**src/rtl/asp_pkg.sv**
```systemverilog
// constants shared by the serial port and its result buffer
// assumes a single 20 MHz core clock; all pins arrive asynchronously
package asp_pkg;

   // word geometry
   localparam int WORD_W     = 24;
   localparam int CNT_W      = 5;
   localparam int FIFO_DEPTH = 8;

   // control word fields
   localparam int MODE_HI      = 23;
   localparam int MODE_LO      = 21;
   localparam int UNIPOLAR_BIT = 12;
   localparam logic [2:0]  MODE_NORMAL = 3'h0;
   localparam logic [23:0] CTRL_RESET  = 24'h00_0000;

   // bit counts inside a frame
   localparam logic [4:0] LAST_BIT  = 5'h17;
   localparam logic [4:0] FULL_WORD = 5'h18;

   // self-clock: core cycles per half period of the driven serial clock
   localparam int SCLK_HALF_CYC = 4;

   // synchroniser order: 0 write strobe, 1 read strobe, 2 select,
   // 3 serial clock in, 4 serial data in, 5 self-clock strap
   localparam int SYNC_W = 6;
   // strobes and the serial clock idle high, so no false edge after reset
   localparam logic [5:0] SYNC_RST = 6'h0B;

   typedef enum logic [3:0] {
      ASP_IDLE  = 4'b0001,
      ASP_WRITE = 4'b0010,
      ASP_READ  = 4'b0100,
      ASP_DONE  = 4'b1000
   } asp_state_t;

endpackage : asp_pkg

```
**src/rtl/asp_fifo.sv**
```systemverilog
// result buffer between the converter and the serial port
// assumes both sides run on clk_i; output data comes from storage flops
`timescale 1ns/1ns
module asp_fifo #(
   parameter int WIDTH = 24,
   parameter int DEPTH = 8
) (
   // clock and reset
   input  wire logic             clk_i,
   input  wire logic             rst_i,
   // fill side
   input  wire logic [WIDTH-1:0] in_data_i,
   input  wire logic             in_valid_i,
   output logic                  in_ready_o,
   // drain side
   output logic      [WIDTH-1:0] out_data_o,
   output logic                  out_valid_o,
   input  wire logic             out_ready_i
);
   localparam int AW = $clog2(DEPTH);

   logic [WIDTH-1:0] mem [DEPTH];
   logic [AW-1:0]    wr_ptr;
   logic [AW-1:0]    rd_ptr;
   logic [AW:0]      fill;
   logic             push;
   logic             pop;

   assign in_ready_o  = (fill != (AW+1)'(DEPTH));
   assign out_valid_o = (fill != '0);
   assign push        = in_valid_i & in_ready_o;
   assign pop         = out_ready_i & out_valid_o;
   assign out_data_o  = mem[rd_ptr];

   always_ff @(posedge clk_i) begin
      if (push) begin
         mem[wr_ptr] <= in_data_i;
      end
   end

   // pointers wrap explicitly so non power-of-two depths still work
   always_ff @(posedge clk_i or posedge rst_i) begin
      if (rst_i) begin
         wr_ptr <= '0;
         rd_ptr <= '0;
         fill   <= '0;
      end else begin
         if (push) begin
            wr_ptr <= (wr_ptr == AW'(DEPTH-1)) ? '0 : wr_ptr + 1'b1;
         end
         if (pop) begin
            rd_ptr <= (rd_ptr == AW'(DEPTH-1)) ? '0 : rd_ptr + 1'b1;
         end
         fill <= fill + (AW+1)'(push) - (AW+1)'(pop);
      end
   end

endmodule : asp_fifo

```
**src/rtl/asp_serial_port.sv**
```systemverilog
// framed serial port of a measurement converter with its control word
// assumes all pins are asynchronous to clk_i and the link clock is slow
// against it; results arrive as two's complement words with valid/ready
`timescale 1ns/1ns
module asp_serial_port #(
   parameter int WORD_W     = asp_pkg::WORD_W,
   parameter int FIFO_DEPTH = asp_pkg::FIFO_DEPTH,
   parameter int SCLK_HALF  = asp_pkg::SCLK_HALF_CYC
) (
   // clock and reset
   input  wire logic              clk_i,
   input  wire logic              rst_i,
   // frame pins
   input  wire logic              write_frame_strobe_n_i,
   input  wire logic              read_frame_strobe_n_i,
   input  wire logic              register_select_i,
   input  wire logic              self_clock_i,
   // serial clock pin
   input  wire logic              sclk_i,
   output logic                   sclk_o,
   output logic                   sclk_oe_o,
   // serial data pin
   input  wire logic              serial_io_line_i,
   output logic                   serial_io_line_o,
   output logic                   serial_io_line_oe_o,
   // ready pin
   output logic                   result_ready_n_o,
   // converter side
   input  wire logic [WORD_W-1:0] sample_i,
   input  wire logic              sample_valid_i,
   output logic                   sample_ready_o,
   input  wire logic              cal_done_i,
   // live control word
   output logic      [WORD_W-1:0] control_config_word_o
);
   localparam int DW = $clog2(SCLK_HALF + 1);

   // synchronised pins
   logic [asp_pkg::SYNC_W-1:0] s1;
   logic [asp_pkg::SYNC_W-1:0] s2;
   logic [asp_pkg::SYNC_W-1:0] s3;
   logic [asp_pkg::SYNC_W-1:0] pin;
   logic [asp_pkg::SYNC_W-1:0] next_pin;
   logic [asp_pkg::SYNC_W-1:0] pin_rise;
   logic [asp_pkg::SYNC_W-1:0] pin_fall;

   // frame control
   asp_pkg::asp_state_t state;
   logic [4:0]          bit_cnt;
   logic [WORD_W-1:0]   hold;
   logic [WORD_W-1:0]   shifter;
   logic                sel_result;
   logic                drive_en;
   logic                done_hold;
   logic                cal_flag;
   logic                word_done;
   logic                self_mode;

   // serial clock
   logic [DW-1:0] div_cnt;
   logic          sclk_int;
   logic          tick;
   logic          clk_run;
   logic          rise;
   logic          fall;

   // result buffer
   logic [WORD_W-1:0] out_data;
   logic              out_valid;
   logic              pop;
   logic [WORD_W-1:0] coded;

   // three stages; a level counts once stages two and three agree
   genvar g;
   generate
      for (g = 0; g < asp_pkg::SYNC_W; g++) begin : g_sync
         logic raw;
         if (g == 0) begin : g_tfs
            assign raw = write_frame_strobe_n_i;
         end else if (g == 1) begin : g_rfs
            assign raw = read_frame_strobe_n_i;
         end else if (g == 2) begin : g_sel
            assign raw = register_select_i;
         end else if (g == 3) begin : g_sck
            assign raw = sclk_i;
         end else if (g == 4) begin : g_sdi
            assign raw = serial_io_line_i;
         end else begin : g_mode
            assign raw = self_clock_i;
         end
         always_ff @(posedge clk_i or posedge rst_i) begin
            if (rst_i) begin
               s1[g]  <= asp_pkg::SYNC_RST[g];
               s2[g]  <= asp_pkg::SYNC_RST[g];
               s3[g]  <= asp_pkg::SYNC_RST[g];
               pin[g] <= asp_pkg::SYNC_RST[g];
            end else begin
               s1[g]  <= raw;
               s2[g]  <= s1[g];
               s3[g]  <= s2[g];
               pin[g] <= next_pin[g];
            end
         end
         assign next_pin[g] = (s2[g] == s3[g]) ? s2[g] : pin[g];
         assign pin_rise[g] = next_pin[g] & ~pin[g];
         assign pin_fall[g] = ~next_pin[g] & pin[g];
      end
   endgenerate

   assign self_mode = pin[5];

   // result buffer; back-pressure reaches the converter via sample_ready_o
   asp_fifo #(
      .WIDTH (WORD_W),
      .DEPTH (FIFO_DEPTH)
   ) u_fifo (
      .clk_i       (clk_i),
      .rst_i       (rst_i),
      .in_data_i   (sample_i),
      .in_valid_i  (sample_valid_i),
      .in_ready_o  (sample_ready_o),
      .out_data_o  (out_data),
      .out_valid_o (out_valid),
      .out_ready_i (pop)
   );

   // offset binary is two's complement with the sign bit turned over
   assign coded = {out_data[WORD_W-1] ^
                   ~control_config_word_o[asp_pkg::UNIPOLAR_BIT],
                   out_data[WORD_W-2:0]};

   // self-clock generator runs only inside a frame and stops at 24 bits
   assign clk_run = self_mode &
                    (state == asp_pkg::ASP_WRITE ||
                     state == asp_pkg::ASP_READ) &
                    (bit_cnt != asp_pkg::FULL_WORD);
   assign tick    = clk_run && (div_cnt == DW'(SCLK_HALF - 1));

   always_ff @(posedge clk_i or posedge rst_i) begin
      if (rst_i) begin
         div_cnt  <= '0;
         sclk_int <= 1'b1;
      end else if (!clk_run) begin
         div_cnt  <= '0;
         sclk_int <= 1'b1;
      end else if (tick) begin
         div_cnt  <= '0;
         sclk_int <= ~sclk_int;
      end else begin
         div_cnt  <= div_cnt + 1'b1;
      end
   end

   // driver enable only while a frame is open in self-clock mode
   assign sclk_o    = sclk_int;
   // clock parks high after the word, so the last rise is not lost
   assign sclk_oe_o = self_mode &
                      (state == asp_pkg::ASP_WRITE ||
                       state == asp_pkg::ASP_READ ||
                       state == asp_pkg::ASP_DONE);
   assign rise = self_mode ? (tick & ~sclk_int) : pin_rise[3];
   assign fall = self_mode ? (tick & sclk_int) : pin_fall[3];

   assign word_done = (state == asp_pkg::ASP_READ) && rise &&
                      (bit_cnt == asp_pkg::LAST_BIT);
   assign pop       = word_done & sel_result & out_valid;

   // frame sequencing
   always_ff @(posedge clk_i or posedge rst_i) begin
      if (rst_i) begin
         state      <= asp_pkg::ASP_IDLE;
         bit_cnt    <= '0;
         sel_result <= 1'b0;
         drive_en   <= 1'b0;
      end else begin
         case (state)
            asp_pkg::ASP_IDLE: begin
               bit_cnt <= '0;
               if (pin_fall[0]) begin
                  state      <= asp_pkg::ASP_WRITE;
                  sel_result <= pin[2];
               end else if (pin_fall[1]) begin
                  state      <= asp_pkg::ASP_READ;
                  sel_result <= pin[2];
                  // result data only goes out while ready is asserted
                  drive_en   <= ~pin[2] | ~result_ready_n_o;
               end
            end
            asp_pkg::ASP_WRITE: begin
               if (next_pin[0]) begin
                  state <= asp_pkg::ASP_IDLE;
               end else if (rise && bit_cnt != asp_pkg::FULL_WORD) begin
                  bit_cnt <= bit_cnt + 1'b1;
               end
            end
            asp_pkg::ASP_READ: begin
               if (next_pin[1]) begin
                  state    <= asp_pkg::ASP_IDLE;
                  drive_en <= 1'b0;
               end else if (word_done) begin
                  state    <= asp_pkg::ASP_DONE;
                  bit_cnt  <= asp_pkg::FULL_WORD;
                  drive_en <= 1'b0;
               end else if (rise) begin
                  bit_cnt <= bit_cnt + 1'b1;
               end
            end
            asp_pkg::ASP_DONE: begin
               // extra pulses after the word are ignored here
               if (next_pin[1]) begin
                  state <= asp_pkg::ASP_IDLE;
               end
            end
            default: begin
               state    <= asp_pkg::ASP_IDLE;
               drive_en <= 1'b0;
            end
         endcase
      end
   end

   // incoming bits go to a holding register; only the 24th bit also goes straight into the word
   always_ff @(posedge clk_i or posedge rst_i) begin
      if (rst_i) begin
         hold <= '0;
      end else if (state == asp_pkg::ASP_WRITE && rise &&
                   bit_cnt != asp_pkg::FULL_WORD) begin
         hold <= {hold[WORD_W-2:0], pin[4]};
      end
   end

   // live word copies only on the 24th bit, so a short frame leaves it
   always_ff @(posedge clk_i or posedge rst_i) begin
      if (rst_i) begin
         control_config_word_o <= asp_pkg::CTRL_RESET;
      end else if (state == asp_pkg::ASP_WRITE && rise && !sel_result &&
                   bit_cnt == asp_pkg::LAST_BIT) begin
         control_config_word_o <= {hold[WORD_W-2:0], pin[4]};
      end
   end

   // outgoing word: loaded at frame start, advanced on falling edges
   always_ff @(posedge clk_i or posedge rst_i) begin
      if (rst_i) begin
         shifter <= '0;
      end else if (state == asp_pkg::ASP_IDLE && pin_fall[1] &&
                   !pin_fall[0]) begin
         shifter <= pin[2] ? coded : control_config_word_o;
      end else if (state == asp_pkg::ASP_READ && fall &&
                   bit_cnt != '0) begin
         shifter <= {shifter[WORD_W-2:0], 1'b0};
      end
   end

   assign serial_io_line_o    = shifter[WORD_W-1];
   assign serial_io_line_oe_o = drive_en & (state == asp_pkg::ASP_READ) &
                                ~pin[1];

   // calibration completion is held until a result read finishes;
   // a new completion in the clearing cycle wins
   always_ff @(posedge clk_i or posedge rst_i) begin
      if (rst_i) begin
         cal_flag <= 1'b0;
      end else if (cal_done_i) begin
         cal_flag <= 1'b1;
      end else if (word_done && sel_result) begin
         cal_flag <= 1'b0;
      end
   end

   // ready pin stays high from a finished word until the frame closes,
   // so the next buffered word gives a fresh falling edge
   always_ff @(posedge clk_i or posedge rst_i) begin
      if (rst_i) begin
         done_hold <= 1'b0;
      end else if (word_done && sel_result) begin
         done_hold <= 1'b1;
      end else if (state == asp_pkg::ASP_IDLE) begin
         done_hold <= 1'b0;
      end
   end

   always_ff @(posedge clk_i or posedge rst_i) begin
      if (rst_i) begin
         result_ready_n_o <= 1'b1;
      end else begin
         result_ready_n_o <= ~((out_valid | cal_flag) & ~done_hold &
                               ~(word_done & sel_result));
      end
   end

   property p_sclk_in_frame;
      @(posedge clk_i) disable iff (rst_i)
      sclk_oe_o |-> (!pin[0] || !pin[1] || $past(!pin[0] || !pin[1]));
   endproperty
   a_sclk_in_frame: assert property (p_sclk_in_frame)
      else $error("serial clock driven outside a frame");

   property p_data_oe_rfs;
      @(posedge clk_i) disable iff (rst_i)
      serial_io_line_oe_o |-> !pin[1] && state == asp_pkg::ASP_READ;
   endproperty
   a_data_oe_rfs: assert property (p_data_oe_rfs)
      else $error("data driven without read strobe");

   property p_oe_ready;
      @(posedge clk_i) disable iff (rst_i)
      serial_io_line_oe_o && sel_result |-> !result_ready_n_o;
   endproperty
   a_oe_ready: assert property (p_oe_ready)
      else $error("result data driven while ready is high");

   property p_ready_fall;
      @(posedge clk_i) disable iff (rst_i)
      out_valid && !done_hold && !word_done |=> !result_ready_n_o;
   endproperty
   a_ready_fall: assert property (p_ready_fall)
      else $error("ready pin did not fall for a buffered word");

   property p_ready_rise;
      @(posedge clk_i) disable iff (rst_i)
      word_done && sel_result |=> result_ready_n_o [*2];
   endproperty
   a_ready_rise: assert property (p_ready_rise)
      else $error("ready pin did not rise after a word");

   property p_cal_ready;
      @(posedge clk_i) disable iff (rst_i)
      cal_done_i && state == asp_pkg::ASP_IDLE && !done_hold
         |-> ##2 !result_ready_n_o;
   endproperty
   a_cal_ready: assert property (p_cal_ready)
      else $error("calibration end not flagged on ready pin");

   property p_ctrl_load;
      @(posedge clk_i) disable iff (rst_i)
      !$stable(control_config_word_o) |->
         $past(state) == asp_pkg::ASP_WRITE &&
         $past(bit_cnt) == asp_pkg::LAST_BIT && !$past(sel_result);
   endproperty
   a_ctrl_load: assert property (p_ctrl_load)
      else $error("control word changed outside a full write");

   property p_cnt_cap;
      @(posedge clk_i) disable iff (rst_i)
      state == asp_pkg::ASP_WRITE && bit_cnt == asp_pkg::FULL_WORD
         |=> bit_cnt == asp_pkg::FULL_WORD || state == asp_pkg::ASP_IDLE;
   endproperty
   a_cnt_cap: assert property (p_cnt_cap)
      else $error("bit count moved past a full word");

   property p_result_code;
      @(posedge clk_i) disable iff (rst_i)
      state == asp_pkg::ASP_IDLE && pin_fall[1] && !pin_fall[0] && pin[2]
         |=> shifter[WORD_W-1] == ($past(out_data[WORD_W-1]) ^
             ~control_config_word_o[asp_pkg::UNIPOLAR_BIT]);
   endproperty
   a_result_code: assert property (p_result_code)
      else $error("result coding does not follow range bit");

   property p_ctrl_read;
      @(posedge clk_i) disable iff (rst_i)
      state == asp_pkg::ASP_IDLE && pin_fall[1] && !pin_fall[0] && !pin[2]
         |=> shifter == control_config_word_o;
   endproperty
   a_ctrl_read: assert property (p_ctrl_read)
      else $error("control word read not loaded");

   c_write_full: cover property (@(posedge clk_i) disable iff (rst_i)
      state == asp_pkg::ASP_WRITE && bit_cnt == asp_pkg::FULL_WORD);
   c_result_read: cover property (@(posedge clk_i) disable iff (rst_i)
      word_done && sel_result);
   c_cal_done: cover property (@(posedge clk_i) disable iff (rst_i)
      cal_done_i);
   c_self_read: cover property (@(posedge clk_i) disable iff (rst_i)
      word_done && self_mode);

endmodule : asp_serial_port

```
**config.mk**
```make
export PLATFORM = sky130hd
export DESIGN_NAME = asp_serial_port
export DESIGN_NICKNAME = d
export VERILOG_FILES = /design/src/rtl/asp_pkg.sv /design/src/rtl/asp_fifo.sv /design/src/rtl/asp_serial_port.sv
export SDC_FILE = /design/constraint.sdc
export NUM_CORES = 1
export LEC_CHECK = 0
export BUFFER_PORTS_ARGS = -buffer_cell sky130_fd_sc_hd__buf_2
export CORE_MARGIN = 4
export CORE_UTILIZATION = 45
export DETAILED_ROUTE_END_ITERATION = 8
export HOLD_SLACK_MARGIN = 0.08
export PLACE_DENSITY = 0.59
export SLEW_MARGIN = 10
export SYNTH_ARGS = -nofsm -noshare
export SYNTH_HDL_FRONTEND = slang
export SYNTH_SLANG_ARGS = --single-unit
export TNS_END_PERCENT = 30
```
**constraint.sdc**
```tcl
create_clock -name clk_i -period 4.7 [get_ports clk_i]
set_clock_uncertainty 0.1 [all_clocks]
set_input_delay 0.47 -clock clk_i [delete_from_list [all_inputs] [get_ports clk_i]]
set_output_delay 0.47 -clock clk_i [all_outputs]
set_load 0.02 [all_outputs]
```
# Word level (Yosys, flattened, before mapping)
# Memories as Yosys holds them, arrays and structs flattened.
# Index checks and enable logic that the tools add are counted.
[word_totals]
ff_bits = 123
ramBits = 192
inputBits = 34
output_inout_bits = 30
elab_cells = 175
memories = 1
[op_classes]
add_sub_neg = 6
eq_ne = 27
n_mux = 40
n_bitwise = 33
n_reduce_logical = 29
[memory_table]
columns = ["memory", "words", "word_bits", "rd", "rd_ports_with_merged_regs", "write_ports", "line_no", "source"]
rows = [
  ["u_fifo.mem", 8, 24, 1, 0, 1, "asp_fifo.sv:22", "logic [WIDTH-1:0] mem [DEPTH];"],
]
[ops]
columns = ["operator", "n"]
rows = [
  ["2-to-1 mux 24 bit", 3],
  ["2-to-1 mux 5 bit", 5],
  ["2-to-1 mux 4 bit", 6],
  ["2-to-1 mux 1 bit", 19],
  ["AND 1 bit", 17],
  ["inequality test 2 bit (second input constant)", 8],
  ["case mux 4 bit (4 select lines)", 1],
  ["case mux 5 bit (3 select lines)", 1],
  ["logical AND 1 bit", 13],
  ["inverter 1 bit", 13],
  ["2-to-1 mux 3 bit", 4],
  ["adder 3 x 1 -> 3 bit (second input constant)", 3],
  ["inequality test 3 bit (second input constant)", 3],
  ["AND reduction 4 bit", 2],
  ["nonzero test 2 bit", 4],
  ["== test 1 bit", 6],
  ["== test 3 bit (second input constant)", 2],
  ["adder 5 x 1 -> 5 bit (second input constant)", 1],
  ["== test 5 bit (second input constant)", 1],
  ["inequality test 5 bit (second input constant)", 1],
  ["AND reduction 5 bit", 1],
  ["nonzero test 5 bit", 1],
  ["adder 4 x 1 -> 4 bit", 1],
  ["== test 4 x 1 -> 1 bit (second input constant)", 1],
  ["15 further kinds", 18],
]

# Logic depth before layout (Yosys ltp)
[depth]
depth_word = 13
ltp_mapped = 12

# Modules after synthesis
# A second synthesis with hierarchy kept.
[hier_totals]
hier_cells = 727
hier_area_um2 = 12971.2
[by_module_without_submodules]
columns = ["module", "n_inst", "cells_each", "area_per_inst_um2"]
rows = [
  ["asp_fifo", 1, 335, 8013.9],
  ["asp_serial_port", 1, 392, 4957.3],
]

# Worst setup path after synthesis
# Ideal clock, no wire load.
[synth_timing]
path_type = "register to register"
startpoint = "reg u_fifo.fill[2]"
endpoint = "mem u_fifo.mem[0][0], enable pin"
t_arrival_ns = 3.301
setup_slack_ns = 0.833
path_stages_with_launch = 6
period_less_slack_ns = 3.867
cell_sequence = "dfrtp_1 -> inv_1 -> ha_1 -> nand2_1 -> nand2_1 -> nor4_1"
[synth_via]
elab_chain_cells = 4
[synth_rtl]
columns = ["item", "line_no", "source"]
rows = [
  ["from (decl)", "asp_fifo.sv:25", "logic [AW:0] fill;"],
  ["from (signal assigned)", "asp_fifo.sv:54", "fill <= fill + (AW+1)'(push) - (AW+1)'(pop);"],
  ["inequality test 4 bit", "asp_fifo.sv:29", "assign in_ready_o = (fill != (AW+1)'(DEPTH));"],
  ["via sample_ready_o", "asp_serial_port.sv:31", "output logic sample_ready_o,"],
  ["AND 1 bit", "asp_fifo.sv:31", "assign push = in_valid_i & in_ready_o;"],
  ["2-to-1 mux 1 bit", "asp_fifo.sv:36", "if (push) begin"],
  ["2-to-1 mux 1 bit (implied by the code)", "asp_fifo.sv:37", "mem[wr_ptr] <= in_data_i;"],
  ["to (decl)", "asp_fifo.sv:22", ""],
]
# The timed path passes the listed nets, and every way through them passes these cells.

# Worst setup path in the final report
[layout_timing]
startpoint = "reg state[3]"
endpoint = "reg u_fifo.fill[2]"
[layout_via]
elab_chain_cells = 13
[layout_rtl]
columns = ["item", "line_no", "source"]
rows = [
  ["from (decl)", "asp_serial_port.sv:48", "asp_pkg::asp_state_t state;"],
  ["from (signal assigned)", "asp_serial_port.sv:171", "state <= asp_pkg::ASP_IDLE;"],
  ["from (signal assigned)", "asp_serial_port.sv:180", "state <= asp_pkg::ASP_WRITE;"],
  ["from (signal assigned)", "asp_serial_port.sv:183", "state <= asp_pkg::ASP_READ;"],
  ["== test 4 x 2 -> 1 bit / == test 4 x 3 -> 1 bit (equally long branches)", "asp_serial_port.sv:134, asp_serial_port.sv:135, asp_serial_port.sv:164", ""],
  ["logical OR 1 bit", "asp_serial_port.sv:134", "(state == asp_pkg::ASP_WRITE ||"],
  ["AND 1 bit", "asp_serial_port.sv:133", "assign clk_run = self_mode &"],
  ["AND 1 bit", "asp_serial_port.sv:135", "state == asp_pkg::ASP_READ) &"],
  ["logical AND 1 bit", "asp_serial_port.sv:137", "assign tick = clk_run && (div_cnt == DW'(SCLK_HALF - 1));"],
  ["AND 1 bit", "asp_serial_port.sv:161", "assign rise = self_mode ? (tick & ~sclk_int) : pin_rise[3];"],
  ["2-to-1 mux 1 bit", "asp_serial_port.sv:161", ""],
  ["logical AND 1 bit * (2 in series)", "asp_serial_port.sv:164", "assign word_done = (state == asp_pkg::ASP_READ) && rise &&"],
  ["AND 1 bit * (2 in series)", "asp_serial_port.sv:166", "assign pop = word_done & sel_result & out_valid;"],
  ["AND 1 bit *", "asp_fifo.sv:32", "assign pop = out_ready_i & out_valid_o;"],
  ["via u_fifo.pop", "asp_fifo.sv:27", "logic pop;"],
  ["subtractor 4 x 1 -> 4 bit *", "asp_fifo.sv:54", ""],
]
# Mark *: on every way through the listed nets, which the timed path passes. The rest lies on a longest branch.
# A chain may end at the register's enable or synchronous reset.

==> metrics.md <==
| Metric | Value |
|---|---|
| Run status | completed |
| Bufs and invs on worst path | 2 |
| Hold Crit Class | in2reg |
| Initial Util | 0.4579 |
| Layout cells sized above 1 | 0.3112 |
| Share of the synthesized area in the top cell type | 0.4519 |
| Arrival @ worst endpoint | 3.64 ns |
| Total core area | 0.02786 mm² |
| Tightest Pin Transition | 1.066 ns |
| CP required | 4.98 ns |
| CP Capture Type | flip-flop |
| # Max-Cap Violations | 0 |
| Total routed wirelength | 25.63 mm |
| Post-DRT Antenna Nets | 0 |
| Vias in the first global route | 7047 |
| Pre-CTS setup slack | 1.340 ns |
| Grt ovf | 0 |
| Detailed placement HPWL | 15.49 mm |
| I/O pin total | 64 |
| Avg Inst Size Synth | 17.43 µm² |
| Setup ws final | 1.340 ns |
| Setup TNS | 0 ns |
| Syn-to-layout area delta | 14.86% |
| Area contributors post-synth | edfxtp_1 45%, dfrtp_1 21%, mux4_2 8.5% |
| Fin nets | 866 |
| Fin crit share | 0.7148 |
| ANT cells | 0 |
| Commonest cells in the netlist | 192 x edfxtp_1, 108 x dfrtp_1, 48 x mux4_2 |
| Power Density | 473.3 mW/mm² |
| Largest net degree at the start of global routing | 52 |
| Initial DRC count | 443 |
| CTS clock-pin slew for the worst setup and hold paths | 0.06 ns |
| Worst Setup Path Type | reg2reg |
| Vias/cell | 5.538 |
| Dominant synthesized flop cell | edfxtp_1 |
| CTS max path bufs | 3 |
| Initial antenna violation count | 3 |
| Fin. max-slew vios | 0 |
| Die area | 0.03111 mm² |
| Asr flop ratio synth | 0.3905 |
| CP max FO | 10 |
| Post-synth EDFFs | 192 |
| Routed via count | 6756 |
| Post_cts resized | 0 |
| Num CTS Buffers | 35 |
| Row count | 61 |
| Final Setup Violations | 0 |
| H-tree depth | 2 |
| Hold Vio Cnt, Final | 0 |
| Ys Warns | 0 |
| Hold Buf Count CTS | 8 |
| Drt wl/cell | 21.01 µm |
| Yosys cell types | 68 |
| Count leader, synth | edfxtp_1 |
| Crit path cell chain | or2_0 -> nor4b_4 -> o2111ai_1 -> a21oi_1 -> ha_1 -> inv_1 -> ha_1 -> inv_1 -> fa_1 -> xnor2_1 |
| Area leader, netlist | edfxtp_1 |
| Root Driver | clkbuf_16 |
| GRT Total Usage | 0.1681 |
| Clock sink count | 315 |
| Flops & latches, synth | 315 |
| Slowest cell on the critical path | dfrtp_1 |
| # port buffers | 63 |
| VDD IR max | 0.1705 mV |
| CP delay by family, top | adder cells |
| Startpoint types | flip-flop |
| Synthesized area | 0.01276 mm² |
| CTS tree | yes |
| Drt first pass iters | 4 |
| Slew HR | 0.2892 |
| DRC Markers | 0 |
| RSZ-0062 raised after global routing | false |
| Max incr delay on CP | 0.48 ns |
| Setup Buffers After CTS | 0 |
| GP Congestion | 0.7895 |
| Syn Nets | 780 |
| Leak | 0.005547 µW |
| Minimum clock period | 3.360 ns |
| Vert. Die Dim | 176.4 µm |
| Post-synthesis sequential area ratio | 0.6947 |
| First-pass GRT wire length | 40.47 mm |
| Clock latency on the worst-skew pair | 0.50 ns |
| Fmax | 297.7 MHz |
| Die Wd | 176.4 µm |
| Cell count after synthesis | 732 |
[power by group]
group	switching, µW	internal [µW]	total, µW
combinational	534	331	865
sequential	170	3370	3540
clock	1030	1500	2530
[routing by layer]
layer	share of wire	GRT usage
met1	0.44	0.2345
met2	0.49	0.2712
met3	0.045	0.03448
met4	0.024	0.04900
met5	0.0016	0
[state kept, by name (all words and copies together) (netlist names), 3 cells and up]
signal / cells
state: 4
hold: 23
shifter: 24
control_config_word_o: 24
u_fifo.fill: 4
s1: 6
pin: 5
div_cnt: 3
s2: 6
bit_cnt: 5
s3: 6
u_fifo.mem: 192
u_fifo.rd_ptr: 3
u_fifo.wr_ptr: 3
[stage by stage]
step	cells	hold WS (ns)	utilization	power, µW	instance area, µm²
floorplan	732	0.2312	-	4139	12760
global placement	1151	0.2345	0.4851	4415	13510
detailed placement	1151	0.2347	0.4851	4466	13510
CTS	1220	0.1118	0.5260	7026	14650
global route	1220	0.1287	0.5260	7257	14650
finish	1220	0.1301	0.5260	6935	14650
[placed cells by master, fill, tap and decap left out, drive strengths merged, types with 8 or more instances in the layout]
cell type,n
edfxtp,192
dfrtp,108
buf,80
mux2,54
clkbuf,49
mux4,48
nand2,33
nor2,28
mux2i,24
o211ai,20
inv,16
dfstp,15
nand3,13
a211oi,13
a221o,13
ha,13
clkinv,10
a21oi,9
o21ai,9
dlygate4sd3,8
nor3,8
[cells by family (layout without fill, tap and decap cells)]
family / Yosys count / in the layout / share of synthesized area
AND/OR/NAND/NOR: 124 / 124 / 0.05267
adder cells (fa/ha/maj): 20 / 20 / 0.01903
flip-flops: 315 / 315 / 0.6947
XOR/XNOR: 6 / 6 / 0.004119
AO/OA/AOI/OAI: 86 / 86 / 0.05090
multiplexers: 126 / 126 / 0.1571
buffers and inverters: 55 / 165 / 0.02148
[worst paths after layout]
check,from,to,slack (ns),cells after the start
min in group asynchronous,rst_i,control_config_word_o[17],0.50,3
max in group asynchronous,rst_i,shifter[17],3.00,4
hold reg to reg,s1[4],s2[4],0.25,0
hold / removal,sample_i[17],u_fifo.mem[1][17],0.13,1
setup / recovery,state[3],u_fifo.fill[2],1.34,10
setup reg to reg,state[3],u_fifo.fill[2],1.34,10
[area by class of cell]
cell class / count / area (µm²)
clock inverters: 12 / 88.84
repair buffers: 88 / 523.0
well taps: 378 / 473.0
fillers: 2236 / 13210
clock buffers: 49 / 970.9
inverters: 16 / 62.56
flip-flops and latches: 315 / 8865
multi-input cells: 362 / 3670
Note: power is estimated with default switching activity, not from simulation.
